==> config.mk <==
export PLATFORM = sky130hd
export DESIGN_NAME = snt_transceiver
export DESIGN_NICKNAME = d
export VERILOG_FILES = /design/src/hdl/snt_pkg.sv /design/src/hdl/snt_tick_gen.sv /design/src/hdl/snt_transceiver.sv
export VERILOG_INCLUDE_DIRS = /design/src /design/src/hdl
export SDC_FILE = /design/constraint.sdc
export NUM_CORES = 2
export LEC_CHECK = 0
export ABC_AREA = 1
export BUFFER_PORTS_ARGS = -buffer_cell sky130_fd_sc_hd__buf_2
export CORE_AREA = 5 5 268 270
export CTS_CLUSTER_SIZE = 30
export DETAILED_ROUTE_END_ITERATION = 7
export DIE_AREA = 0 0 273 275
export PLACE_DENSITY = 0.84
export SYNTH_ARGS = -nofsm -noshare
export SYNTH_HDL_FRONTEND = slang
export SYNTH_SLANG_ARGS = --single-unit
==> constraint.sdc <==
create_clock -name core_clk -period 29 [get_ports core_clk]
set_input_delay 5.8 -clock core_clk [delete_from_list [all_inputs] [get_ports core_clk]]
set_output_delay 5.8 -clock core_clk [all_outputs]
set_load 0.03 [all_outputs]
==> src/hdl/snt_regs.svh <==
`ifndef SNT_REGS_SVH
`define SNT_REGS_SVH

// ----------------------------------------
// register indices (word addresses)
// ----------------------------------------
`define SNT_REG_CON1 3'h0
`define SNT_REG_CON2 3'h1
`define SNT_REG_CON3 3'h2
`define SNT_REG_STAT 3'h3
`define SNT_REG_DATL 3'h4
`define SNT_REG_DATH 3'h5
`define SNT_REG_SYNC 3'h6

// ----------------------------------------
// link_control_one fields
// ----------------------------------------
`define SNT_EN 15
`define SNT_SIDL 13
`define SNT_RCV 11
`define SNT_TXM 10
`define SNT_POL 9
`define SNT_HW_CHECKSUM_ENABLE 8
`define SNT_PPP 7
`define SNT_SPC 6
`define SNT_PS 4
`define SNT_CON1_WMASK 16'hafd7
`define SNT_CON1_RESET 16'h0000

// ----------------------------------------
// link_status fields
// ----------------------------------------
`define SNT_ST_PAUSE 7
`define SNT_ST_CHECKSUM_ERROR_FLAG 3
`define SNT_ST_FRAMING_ERROR_FLAG 2
`define SNT_ST_SYNCTX 0

// ----------------------------------------
// timing in ticks, and checksum constants
// ----------------------------------------
`define SNT_SYNC_TICKS 12'h038
`define SNT_NIB_BASE 12'h00c
`define SNT_NIB_MAX 5'h1b
`define SNT_NIB_MIN 5'h0c
`define SNT_PULSE_TICKS 12'h005
`define SNT_PAUSE_MIN 12'h00c
`define SNT_FRAME_CAP 12'h7ff
`define SNT_CRC_SEED 4'h5
`define SNT_CRC_POLY 4'hd
`define SNT_NIB_CRC 3'h7
`define SNT_PS_DIV 2'h3

`endif

==> src/hdl/snt_pkg.sv <==
package snt_pkg;
	typedef logic [2:0] snt_addr_t;
	typedef logic [3:0] snt_nib_t;
	typedef enum logic [1:0]
	{
		TX_IDLE = 2'b00,
		TX_SYNC = 2'b01,
		TX_NIB = 2'b11,
		TX_PAUSE = 2'b10
	} snt_tx_state_t;
endpackage : snt_pkg

==> src/hdl/snt_tick_gen.sv <==
`timescale 1ns/1ns
`include "snt_regs.svh"

module snt_tick_gen #(
	parameter int W = 16
) (
	input wire logic core_clk,
	input wire logic rstn,
	input wire logic run,
	input wire logic divSel,
	input wire logic [W-1:0] period,
	output logic psEn,
	output logic tickEn
);
	import snt_pkg::*;

	logic [1:0] psCnt_ff;
	logic [W-1:0] tickCnt_ff;
	logic psHit;

	// ----------------------------------------
	// prescaler: divide by 4 or by 1
	// ----------------------------------------
	assign psHit = run && (!divSel || psCnt_ff == `SNT_PS_DIV);

	always_ff @(posedge core_clk or negedge rstn)
	begin
		if (!rstn)
			psCnt_ff <= 2'h0;
		else if (!run || psHit)
			psCnt_ff <= 2'h0;
		else
			psCnt_ff <= psCnt_ff + 2'h1;
	end

	always_ff @(posedge core_clk or negedge rstn)
	begin
		if (!rstn)
			psEn <= 1'b0;
		else
			psEn <= psHit;
	end

	// ----------------------------------------
	// tick: period + 1 prescaled clocks
	// ----------------------------------------
	always_ff @(posedge core_clk or negedge rstn)
	begin
		if (!rstn)
		begin
			tickCnt_ff <= '0;
			tickEn <= 1'b0;
		end
		else if (!run)
		begin
			tickCnt_ff <= '0;
			tickEn <= 1'b0;
		end
		else
		begin
			tickEn <= psHit && tickCnt_ff >= period;
			if (psHit)
				tickCnt_ff <= (tickCnt_ff >= period) ? '0 : tickCnt_ff + 1'b1;
		end
	end
endmodule : snt_tick_gen

==> src/hdl/snt_transceiver.sv <==
// Behaviour
// - transmit tick lasts tick_period_value plus one prescaled clocks.
// - async pause stretches frame to frame_period_value ticks; pause >= 12; cap 2047.
// - receive_select bit 11 picks receiver; transmitter after reset.
// - transmit_trigger_mode bit 10: triggered single frames or continuous frames.
// - output_idle_polarity bit 9 set idles line low, clear idles high.
// - hw_checksum_enable bit 8 checks received or generates transmitted checksum.
// - pause_present bit 7 sends or expects a pause after the checksum nibble.
// - receive only, short_pwm_code_enable bit 6 gates external trigger control.
// - clock_divider_select bit 4 divides by four, else by one.
// - data_nibble_count codes 1 to 6 give data nibbles; 0 and 7 reserved.
// - stop_in_idle bit 13 halts the block while the system idles.
// - receiver starts frames only on sync intervals within the window; captures it.
// - each nibble interval is checked, stored, and frame end raises an event.
// - status bit 7 reads one during a pause period.
// - transmit nibble status: 7 checksum, 1-6 data, 0 otherwise.
// - each nibble is value plus 12 ticks, 12 to 27 ticks.
// - every frame opens with a 56 tick sync period.
// - receiver flags a framing error on nibbles below 12 or above 27 ticks.
// - sync_or_send_trigger starts one frame, stays set, clears at frame end.
`timescale 1ns/1ns
`include "snt_regs.svh"

module snt_transceiver (
	input wire logic core_clk,
	input wire logic rstn,
	input wire snt_pkg::snt_addr_t regAddr,
	input wire logic [15:0] regWrData,
	input wire logic regWr,
	input wire logic regRd,
	output logic [15:0] regRdData,
	input wire logic idleMode,
	input wire logic rxIn,
	output logic txOut,
	output logic txOe_n,
	output logic frameDone,
	output logic spcEnable
);
	import snt_pkg::*;

	// ----------------------------------------
	// functions
	// ----------------------------------------
	function automatic snt_nib_t crcNib(input snt_nib_t c, input snt_nib_t d);
		snt_nib_t t;
		t = c;
		for (int i = 0; i < 4; i++)
			t = t[3] ? ({t[2:0], 1'b0} ^ `SNT_CRC_POLY) : {t[2:0], 1'b0};
		return t ^ d;
	endfunction : crcNib

	function automatic snt_nib_t nibSel(input logic [15:0] h, input logic [15:0] l,
		input logic [2:0] idx);
		logic [31:0] all;
		all = {h, l};
		return all[31 - 4 * idx -: 4];
	endfunction : nibSel

	function automatic logic [2:0] nibCount(input logic [2:0] code);
		if (code == 3'h0)
			return 3'h1;
		else if (code == 3'h7)
			return 3'h6;
		else
			return code;
	endfunction : nibCount

	// rounded ticks of an interval, with the sync period being 56 ticks
	function automatic logic [4:0] ticksOf(input logic [15:0] iv, input logic [15:0] sc);
		logic [23:0] a;
		logic [23:0] b;
		logic [4:0] n;
		a = 24'({8'h00, iv} * 24'h000070);
		n = 5'h0b;
		for (int k = 12; k <= 28; k++)
		begin
			b = 24'({8'h00, sc} * 24'(2 * k - 1));
			if (a >= b)
				n = n + 5'h01;
		end
		return n;
	endfunction : ticksOf

	// ----------------------------------------
	// registers and decode
	// ----------------------------------------
	logic [15:0] con1_ff;
	logic [15:0] con2_ff;
	logic [15:0] con3_ff;
	logic [15:0] datH_ff;
	logic [15:0] datL_ff;
	logic [15:0] syncCap_ff;
	logic syncTx_ff;
	logic checksum_error_flag_ff;
	logic framing_error_flag_ff;
	logic idle_ff;
	snt_tx_state_t txState_ff;
	logic [2:0] txNib_ff;
	logic [11:0] segCnt_ff;
	logic [11:0] segLen_ff;
	logic [11:0] frameCnt_ff;
	logic rxSynced_ff;
	logic rxPause_ff;
	logic rxPrev_ff;
	logic [2:0] rxNib_ff;
	logic [15:0] measCnt_ff;
	logic [3:0] rxCrc_ff;

	logic en, rx, transmit_trigger_mode, pol, hw_checksum_enable, pause_present, run;
	logic [2:0] data_nibble_count;
	logic psEn, tickEn;
	logic [3:0] calcCrc;
	logic [3:0] txCrc;
	logic lastTick, txFrameEnd, txGo;
	logic [11:0] frameLim, usedTicks, pauseLen;
	logic fallEdge, inWindow, rxNibEdge, rxBad, rxStore, rxDone, rxCrcBad;
	logic [4:0] rxTicks;
	logic [3:0] rxVal;
	logic [7:0] statLow;
	logic wrStat;

	assign en = con1_ff[`SNT_EN];
	assign rx = con1_ff[`SNT_RCV];
	assign transmit_trigger_mode = con1_ff[`SNT_TXM];
	assign pol = con1_ff[`SNT_POL];
	assign hw_checksum_enable = con1_ff[`SNT_HW_CHECKSUM_ENABLE];
	assign pause_present = con1_ff[`SNT_PPP];
	assign data_nibble_count = nibCount(con1_ff[2:0]);
	assign run = en && !(con1_ff[`SNT_SIDL] && idleMode);
	assign wrStat = regWr && regAddr == `SNT_REG_STAT;

	snt_tick_gen #(
		.W(16)
	) snt_tick_gen_i (
		.core_clk(core_clk),
		.rstn(rstn),
		.run(run),
		.divSel(con1_ff[`SNT_PS]),
		.period(con2_ff),
		.psEn(psEn),
		.tickEn(tickEn)
	);

	// ----------------------------------------
	// software-written registers
	// ----------------------------------------
	always_ff @(posedge core_clk or negedge rstn)
	begin
		if (!rstn)
		begin
			con1_ff <= `SNT_CON1_RESET;
			con2_ff <= 16'h0000;
			con3_ff <= 16'h0000;
		end
		else if (regWr)
		begin
			if (regAddr == `SNT_REG_CON1)
				con1_ff <= regWrData & `SNT_CON1_WMASK;
			if (regAddr == `SNT_REG_CON2)
				con2_ff <= regWrData;
			if (regAddr == `SNT_REG_CON3)
				con3_ff <= regWrData;
		end
	end

	// data registers: software owns them when sending, the receiver when receiving
	always_ff @(posedge core_clk or negedge rstn)
	begin
		if (!rstn)
		begin
			datH_ff <= 16'h0000;
			datL_ff <= 16'h0000;
		end
		else if (rx)
		begin
			if (rxStore)
			begin
				if (rxNib_ff == `SNT_NIB_CRC)
					datL_ff[3:0] <= rxVal;
				else if (rxNib_ff < 3'h4)
					datH_ff[15 - 4 * rxNib_ff -: 4] <= rxVal;
				else
					datL_ff[31 - 4 * rxNib_ff -: 4] <= rxVal;
			end
		end
		else if (regWr)
		begin
			if (regAddr == `SNT_REG_DATH)
				datH_ff <= regWrData;
			if (regAddr == `SNT_REG_DATL)
				datL_ff <= hw_checksum_enable ? {regWrData[15:4], datL_ff[3:0]} : regWrData;
		end
	end

	// ----------------------------------------
	// transmitter
	// ----------------------------------------
	always_comb
	begin
		calcCrc = `SNT_CRC_SEED;
		for (int i = 1; i <= 6; i++)
			if (3'(i) <= data_nibble_count)
				calcCrc = crcNib(calcCrc, nibSel(datH_ff, datL_ff, 3'(i)));
		calcCrc = crcNib(calcCrc, 4'h0);
	end

	assign txCrc = hw_checksum_enable ? calcCrc : datL_ff[3:0];
	assign lastTick = segCnt_ff == segLen_ff - 12'h001;
	assign txFrameEnd = tickEn && lastTick && (txState_ff == TX_PAUSE
		|| (txState_ff == TX_NIB && txNib_ff == `SNT_NIB_CRC && !pause_present));
	assign txGo = transmit_trigger_mode ? syncTx_ff : 1'b1;
	assign frameLim = (con3_ff > 16'(`SNT_FRAME_CAP)) ? `SNT_FRAME_CAP : con3_ff[11:0];
	assign usedTicks = frameCnt_ff + 12'h001;
	// in continuous mode the pause fills the frame up to its programmed length, never under 12 ticks
	assign pauseLen = (!transmit_trigger_mode && frameLim > usedTicks + `SNT_PAUSE_MIN)
		? frameLim - usedTicks : `SNT_PAUSE_MIN;

	always_ff @(posedge core_clk or negedge rstn)
	begin
		if (!rstn)
		begin
			txState_ff <= TX_IDLE;
			txNib_ff <= 3'h0;
			segCnt_ff <= 12'h000;
			segLen_ff <= 12'h001;
			frameCnt_ff <= 12'h000;
		end
		else if (!en || rx)
		begin
			txState_ff <= TX_IDLE;
			txNib_ff <= 3'h0;
			segCnt_ff <= 12'h000;
		end
		else if (tickEn)
		begin
			segCnt_ff <= segCnt_ff + 12'h001;
			frameCnt_ff <= frameCnt_ff + 12'h001;
			unique case (txState_ff)
				TX_IDLE:
				begin
					segCnt_ff <= 12'h000;
					if (txGo)
					begin
						txState_ff <= TX_SYNC;
						segLen_ff <= `SNT_SYNC_TICKS;
						frameCnt_ff <= 12'h000;
					end
				end
				TX_SYNC:
					if (lastTick)
					begin
						txState_ff <= TX_NIB;
						txNib_ff <= 3'h0;
						segCnt_ff <= 12'h000;
						segLen_ff <= `SNT_NIB_BASE + {8'h00, datH_ff[15:12]};
					end
				TX_NIB:
					if (lastTick)
					begin
						segCnt_ff <= 12'h000;
						if (txNib_ff == `SNT_NIB_CRC && pause_present)
						begin
							txState_ff <= TX_PAUSE;
							segLen_ff <= pauseLen;
						end
						else if (txNib_ff == `SNT_NIB_CRC)
						begin
							txState_ff <= (transmit_trigger_mode || !run) ? TX_IDLE : TX_SYNC;
							segLen_ff <= `SNT_SYNC_TICKS;
							frameCnt_ff <= 12'h000;
							txNib_ff <= 3'h0;
						end
						else if (txNib_ff == data_nibble_count)
						begin
							txNib_ff <= `SNT_NIB_CRC;
							segLen_ff <= `SNT_NIB_BASE + {8'h00, txCrc};
						end
						else
						begin
							txNib_ff <= txNib_ff + 3'h1;
							segLen_ff <= `SNT_NIB_BASE
								+ {8'h00, nibSel(datH_ff, datL_ff, txNib_ff + 3'h1)};
						end
					end
				TX_PAUSE:
					if (lastTick)
					begin
						txState_ff <= transmit_trigger_mode ? TX_IDLE : TX_SYNC;
						segCnt_ff <= 12'h000;
						segLen_ff <= `SNT_SYNC_TICKS;
						frameCnt_ff <= 12'h000;
						txNib_ff <= 3'h0;
					end
			endcase
		end
	end

	// set by software wins over the clear at frame end
	always_ff @(posedge core_clk or negedge rstn)
	begin
		if (!rstn)
			syncTx_ff <= 1'b0;
		else if (!en || rx || !transmit_trigger_mode)
			syncTx_ff <= 1'b0;
		else if (wrStat && regWrData[`SNT_ST_SYNCTX])
			syncTx_ff <= 1'b1;
		else if (txFrameEnd)
			syncTx_ff <= 1'b0;
	end

	// an edge away from idle level opens each period, falling when pol is clear; the line then returns to idle level
	always_ff @(posedge core_clk or negedge rstn)
	begin
		if (!rstn)
		begin
			txOut <= 1'b1;
			txOe_n <= 1'b1;
		end
		else
		begin
			txOe_n <= !en || rx;
			if (txState_ff != TX_IDLE && segCnt_ff < `SNT_PULSE_TICKS)
				txOut <= pol;
			else
				txOut <= !pol;
		end
	end

	// ----------------------------------------
	// receiver
	// ----------------------------------------
	assign fallEdge = rx && run && rxPrev_ff && !rxIn;
	assign inWindow = measCnt_ff >= con3_ff && measCnt_ff <= con2_ff;
	assign rxNibEdge = fallEdge && rxSynced_ff && !rxPause_ff;
	assign rxTicks = ticksOf(measCnt_ff, syncCap_ff);
	assign rxBad = rxTicks < `SNT_NIB_MIN || rxTicks > `SNT_NIB_MAX;
	assign rxVal = 4'(rxTicks - `SNT_NIB_MIN);
	assign rxStore = rxNibEdge && !rxBad;
	assign rxDone = rxStore && rxNib_ff == `SNT_NIB_CRC;
	assign rxCrcBad = rxDone && hw_checksum_enable && rxVal != crcNib(rxCrc_ff, 4'h0);

	always_ff @(posedge core_clk or negedge rstn)
	begin
		if (!rstn)
		begin
			rxPrev_ff <= 1'b1;
			measCnt_ff <= 16'h0000;
		end
		else
		begin
			rxPrev_ff <= rxIn;
			// the edge cycle counts too, so the capture equals the interval length
			if (fallEdge)
				measCnt_ff <= {15'h0000, psEn};
			else if (rx && psEn && measCnt_ff != 16'hffff)
				measCnt_ff <= measCnt_ff + 16'h0001;
		end
	end

	always_ff @(posedge core_clk or negedge rstn)
	begin
		if (!rstn)
		begin
			rxSynced_ff <= 1'b0;
			rxPause_ff <= 1'b0;
			rxNib_ff <= 3'h0;
			rxCrc_ff <= `SNT_CRC_SEED;
			syncCap_ff <= 16'h0000;
		end
		else if (!rx || !en)
		begin
			rxSynced_ff <= 1'b0;
			rxPause_ff <= 1'b0;
			rxNib_ff <= 3'h0;
		end
		else if (fallEdge)
		begin
			if (rxPause_ff)
				rxPause_ff <= 1'b0;
			else if (!rxSynced_ff)
			begin
				if (inWindow)
				begin
					rxSynced_ff <= 1'b1;
					syncCap_ff <= measCnt_ff;
					rxNib_ff <= 3'h0;
					rxCrc_ff <= `SNT_CRC_SEED;
				end
			end
			else if (rxBad)
				rxSynced_ff <= 1'b0;
			else if (rxNib_ff == `SNT_NIB_CRC)
			begin
				rxSynced_ff <= 1'b0;
				rxPause_ff <= pause_present;
				rxNib_ff <= 3'h0;
			end
			else
			begin
				if (rxNib_ff != 3'h0)
					rxCrc_ff <= crcNib(rxCrc_ff, rxVal);
				rxNib_ff <= (rxNib_ff == data_nibble_count) ? `SNT_NIB_CRC : rxNib_ff + 3'h1;
			end
		end
	end

	// hardware set wins over a software clear in the same cycle
	always_ff @(posedge core_clk or negedge rstn)
	begin
		if (!rstn)
		begin
			checksum_error_flag_ff <= 1'b0;
			framing_error_flag_ff <= 1'b0;
		end
		else
		begin
			if (rxCrcBad)
				checksum_error_flag_ff <= 1'b1;
			else if (wrStat && !regWrData[`SNT_ST_CHECKSUM_ERROR_FLAG])
				checksum_error_flag_ff <= 1'b0;
			if (rxNibEdge && rxBad)
				framing_error_flag_ff <= 1'b1;
			else if (wrStat && !regWrData[`SNT_ST_FRAMING_ERROR_FLAG])
				framing_error_flag_ff <= 1'b0;
		end
	end

	always_ff @(posedge core_clk or negedge rstn)
	begin
		if (!rstn)
		begin
			idle_ff <= 1'b0;
			frameDone <= 1'b0;
			spcEnable <= 1'b0;
		end
		else
		begin
			idle_ff <= rx && en && rxIn && measCnt_ff >= con2_ff;
			frameDone <= txFrameEnd || rxDone;
			spcEnable <= rx && en && con1_ff[`SNT_SPC];
		end
	end

	// ----------------------------------------
	// read port
	// ----------------------------------------
	always_comb
	begin
		statLow[`SNT_ST_PAUSE] = rx ? rxPause_ff : txState_ff == TX_PAUSE;
		statLow[6:4] = rx ? rxNib_ff : (txState_ff == TX_NIB ? txNib_ff : 3'h0);
		statLow[`SNT_ST_CHECKSUM_ERROR_FLAG] = checksum_error_flag_ff;
		statLow[`SNT_ST_FRAMING_ERROR_FLAG] = framing_error_flag_ff;
		statLow[1] = idle_ff;
		statLow[`SNT_ST_SYNCTX] = rx ? rxSynced_ff : (transmit_trigger_mode ? syncTx_ff : en);
	end

	// read data stand for the one cycle after the strobe only
	always_ff @(posedge core_clk or negedge rstn)
	begin
		if (!rstn)
			regRdData <= 16'h0000;
		else if (!regRd)
			regRdData <= 16'h0000;
		else
			unique case (regAddr)
				`SNT_REG_CON1: regRdData <= con1_ff;
				`SNT_REG_CON2: regRdData <= con2_ff;
				`SNT_REG_CON3: regRdData <= con3_ff;
				`SNT_REG_STAT: regRdData <= {8'h00, statLow};
				`SNT_REG_DATL: regRdData <= rx ? datL_ff : {datL_ff[15:4], txCrc};
				`SNT_REG_DATH: regRdData <= datH_ff;
				`SNT_REG_SYNC: regRdData <= syncCap_ff;
				default: regRdData <= 16'h0000;
			endcase
	end
endmodule : snt_transceiver

==> flow_summary_export.csv <==
group,metric,value,unit
cts,htreeDepth,1,
logic_synthesis,yosysWarnings,0,
logic_synthesis,synth_fa_ha_area_share,40.77,%
global_route,grt_pass1_wl,234.2,mm
routing,drt-met1-wl,59.35,mm
layout,stdcell_area,0.04697,mm^2
sta,fin_crit,16.38,ns
global_route,grt_max_degree,82,
logic_synthesis,yosysTopAreaCell,"ha_1",
cts,clk_pin_slew,0.06,ns
sta,max_freq,61.06,MHz
routing,avgRoutedWirePerCell,22.68,um
cts,cts-root-buf,"clkbuf_16",
place,place_congestion,1.076,
sta,hold_violations,0,
logic_synthesis,synth_nets,7044,
outcome,outcome,"finished, violations left",
die,rows,97,
routing,drc,0,
layout,multi_input_area,0.03516,mm^2
routing,antenna_left,0,
die,core,0.06930,mm^2
layout,syn2layout_area_growth,5.613,%
layout,nFillCells,5852,
logic_synthesis,async_reset_ff_share,100.0,%
logic_synthesis,synthMuxAreaShare,0.02251,%
cts,clock-sinks,203,
cts,clockBufferDepth,3,
hold_path,hold_path.class,"flop to flop",
logic_synthesis,synth_edf_count,0,
worst_setup_path,crit_family,"adder cells",
sta,slew_violations,2,
logic_synthesis,synth_ff_type,"dfrtp_1",
worst_setup_path,rr_endpoint,"datH_ff[8]$_DFFE_PN0P_",
logic_synthesis,synthSimpleGateAreaFrac,18.14,%
sta,slew_headroom,-3.700,%
place,place_ws,13.01,ns
flow_run,drv_cap,1,
sta,worst_pin_slew,1.516,ns
worst_setup_path,path_class,"flop to flop",
worst_setup_path,worst-r2r-setup-slack,12.62,ns
logic_synthesis,synth_commonest_cells,"inv_1, nand2_1, ha_1, a21oi_1, fa_1",
logic_synthesis,synth_compound_area_share,12.79,%
die,io_pins,45,
die,fp.dieW,273,um
worst_setup_path,r2r_cells,90,
cts,ctsResizeCount,0,
worst_setup_path,cp_num_buf_inv,13,
cts,hold_buffers,0,
logic_synthesis,syn_area_per_cell,7.706,um^2
routing,top_layer_used,"met5",
cts,cts_buffers,24,
outcome,failed_checks,"max-capacitance violations, max-slew violations",
layout,drive_gt1_share,4.278,%
worst_setup_path,path_common_cell,"nand2_1",
layout,nNetsFinal,7122,
logic_synthesis,ys_seq_area_share,11.44,%
routing,wl_met3,19.73,mm
worst_setup_path,critical_path.startpoint_type,"flop",
worst_setup_path,worstPathMaxFanout,37,
sta,setup_viol,0,
logic_synthesis,yosysMostFrequentCell,"inv_1",
routing,drtIter0Drc,4860,
logic_synthesis,synth_top_area_share,25.69,%
layout,final_core_util,67.78,%
sta,tns,0,ns
cts,clock_latency,0.57,ns
sta,layout_setup_ws,12.62,ns
worst_setup_path,critPathCaptureType,"flop",
die,start_util,64.17,%
worst_setup_path,arrival,16.83,ns
global_route,overflow,0,
worst_setup_path,max_stage_delay,0.80,ns
cts,post_cts_buffers,0,
place,portBuffers,44,
routing,viasPerCell,6.192,
logic_synthesis,synth_top_family_by_area,"adder cells",
logic_synthesis,syn_inst,5771,
die,fp.dieH,275,um
logic_synthesis,synth_xor_xnor_area_share,7.247,%
routing,first_pass_iters,8,
logic_synthesis,synth.distinct_cells,67,
layout,seq_area,0.005089,mm^2
routing,vias,42167,
global_route,antenna_found_initial,5,
routing,wl,154.5,mm
logic_synthesis,ys_seq_elements,203,
die,dieArea,0.07508,mm^2
logic_synthesis,synthTopCellsByArea,"ha_1, fa_1, dfrtp_1, inv_1, nand2_1",
worst_setup_path,cp.required,29.45,ns
sta,finClkSkew,0.01527,ns
worst_setup_path,critPathLaunch,"syncCap_ff[0]$_DFFE_PN0P_",
place,dp_hpwl,123.8,mm
routing,dr_wl_met2,63.24,mm
sta,min_period_over_period,56.47,%
place,dpl_cell_area,0.04612,mm^2
logic_synthesis,netlist_area,0.04447,mm^2
global_route,track_usage,40.49,%
cts,cts_tree,"built",
worst_setup_path,cp_num_cells,90,
worst_setup_path,endpoint,"datH_ff[8]$_DFFE_PN0P_",
global_route,grt_pass1_vias,40883,
worst_setup_path,critPathSlowestCell,"dfrtp_1",
worst_setup_path,timing.rr.start,"syncCap_ff[0]$_DFFE_PN0P_",
sta,grt_setup_unrepaired,"false",
## worst register-to-register path, delay by kind of cell (launching register included)
family	cells	cell delay, ns
buffers and inverters	13	1.39
and+or+nand+nor	46	5.47
AOI/OAI and AO/OA	11	2.20
adders and majority gates	19	6.21
DFF	1	0.80
xor gates and xnor gates	1	0.14
## final cells by class
cell class,count,share of cell area [%]
sequential,203,10.83
inverter,1066,8.519
clock inverter,12,0.3570
timing repair buffer,107,1.494
antenna,3,0.01598
tap,940,2.504
clock buffer,32,1.428
multi-input combinational,4447,74.85
## state kept, by name (all words and copies together), names as in the netlist, 16 cells and up
signal / cells
syncCap_ff: 16
datH_ff: 16
snt_tick_gen_i.tickCnt_ff: 16
regRdData: 16
datL_ff: 16
con3_ff: 16
con2_ff: 16
measCnt_ff: 16
## cell usage in the layout, fill, tap and decap left out, types with 8 or more instances in the layout
master,synthesis,final
inv_1,1044,1044
nand2_1,967,967
ha_1,913,913
a21oi_1,458,458
fa_1,335,335
nand3_1,312,312
nor2_1,258,258
xor2_1,238,235
o21ai_0,235,235
dfrtp_1,197,196
xnor2_1,130,130
nand4_1,107,107
o22ai_1,75,75
nor3_1,74,74
buf_4,1,63
o21bai_1,47,47
buf_2,2,43
a211oi_1,35,34
nand2_2,25,25
clkbuf_16,0,24
nor4_1,21,21
a21o_1,19,19
o211ai_1,19,19
or2_2,18,18
inv_2,14,14
a31oi_1,14,14
nand3b_1,13,13
o21a_1,11,11
a221oi_1,11,11
o221ai_1,9,9
clkinv_1,8,8
o31ai_1,9,8
nand3_2,8,8
## layer usage
metal	global-route usage, %	vias to the layer above
li1	-	19350
met1	52.35	19565
met2	61.23	2544
met3	10.63	704
met4	24.11	4
met5	0	-
## metrics by stage
step | hold WS [ns] | cells
finish | 0.4362 | 6810
global route | 0.4631 | 6807
CTS | 0.4350 | 6807
detailed placement | 0.4266 | 6763
global placement | 0.4234 | 6763
floorplan | 0.4099 | 5771
## cells by family after synthesis
group,after synthesis
xor gates and xnor gates,368
AOI/OAI and AO/OA,996
muxes,1
adders and majority gates,1248
DFF,203
and+or+nand+nor,1833
other,1
buffers and inverters,1121
## how the worst min path moves through the flow
| stage | slack, ns | depth (start not counted) | endpoint | from |
|---|---|---|---|---|
| after CTS | 0.43 | 1 | snt_tick_gen_i.psCnt_ff[0]$_DFF_PN0_ | snt_tick_gen_i.psCnt_ff[0]$_DFF_PN0_ |
| after global placement | 0.42 | 1 | snt_tick_gen_i.psCnt_ff[0]$_DFF_PN0_ | snt_tick_gen_i.psCnt_ff[0]$_DFF_PN0_ |
| final | 0.44 | 1 | snt_tick_gen_i.psCnt_ff[0]$_DFF_PN0_ | snt_tick_gen_i.psCnt_ff[0]$_DFF_PN0_ |
| after global routing | 0.46 | 1 | snt_tick_gen_i.psCnt_ff[0]$_DFF_PN0_ | snt_tick_gen_i.psCnt_ff[0]$_DFF_PN0_ |
| after detailed placement | 0.43 | 1 | snt_tick_gen_i.psCnt_ff[0]$_DFF_PN0_ | snt_tick_gen_i.psCnt_ff[0]$_DFF_PN0_ |
| after floorplan | 0.41 | 1 | snt_tick_gen_i.psCnt_ff[0]$_DFF_PN0_ | snt_tick_gen_i.psCnt_ff[0]$_DFF_PN0_ |
Power is not shown: default switching activity piles up to over one toggle a cycle in this logic, so the estimate is an artifact.
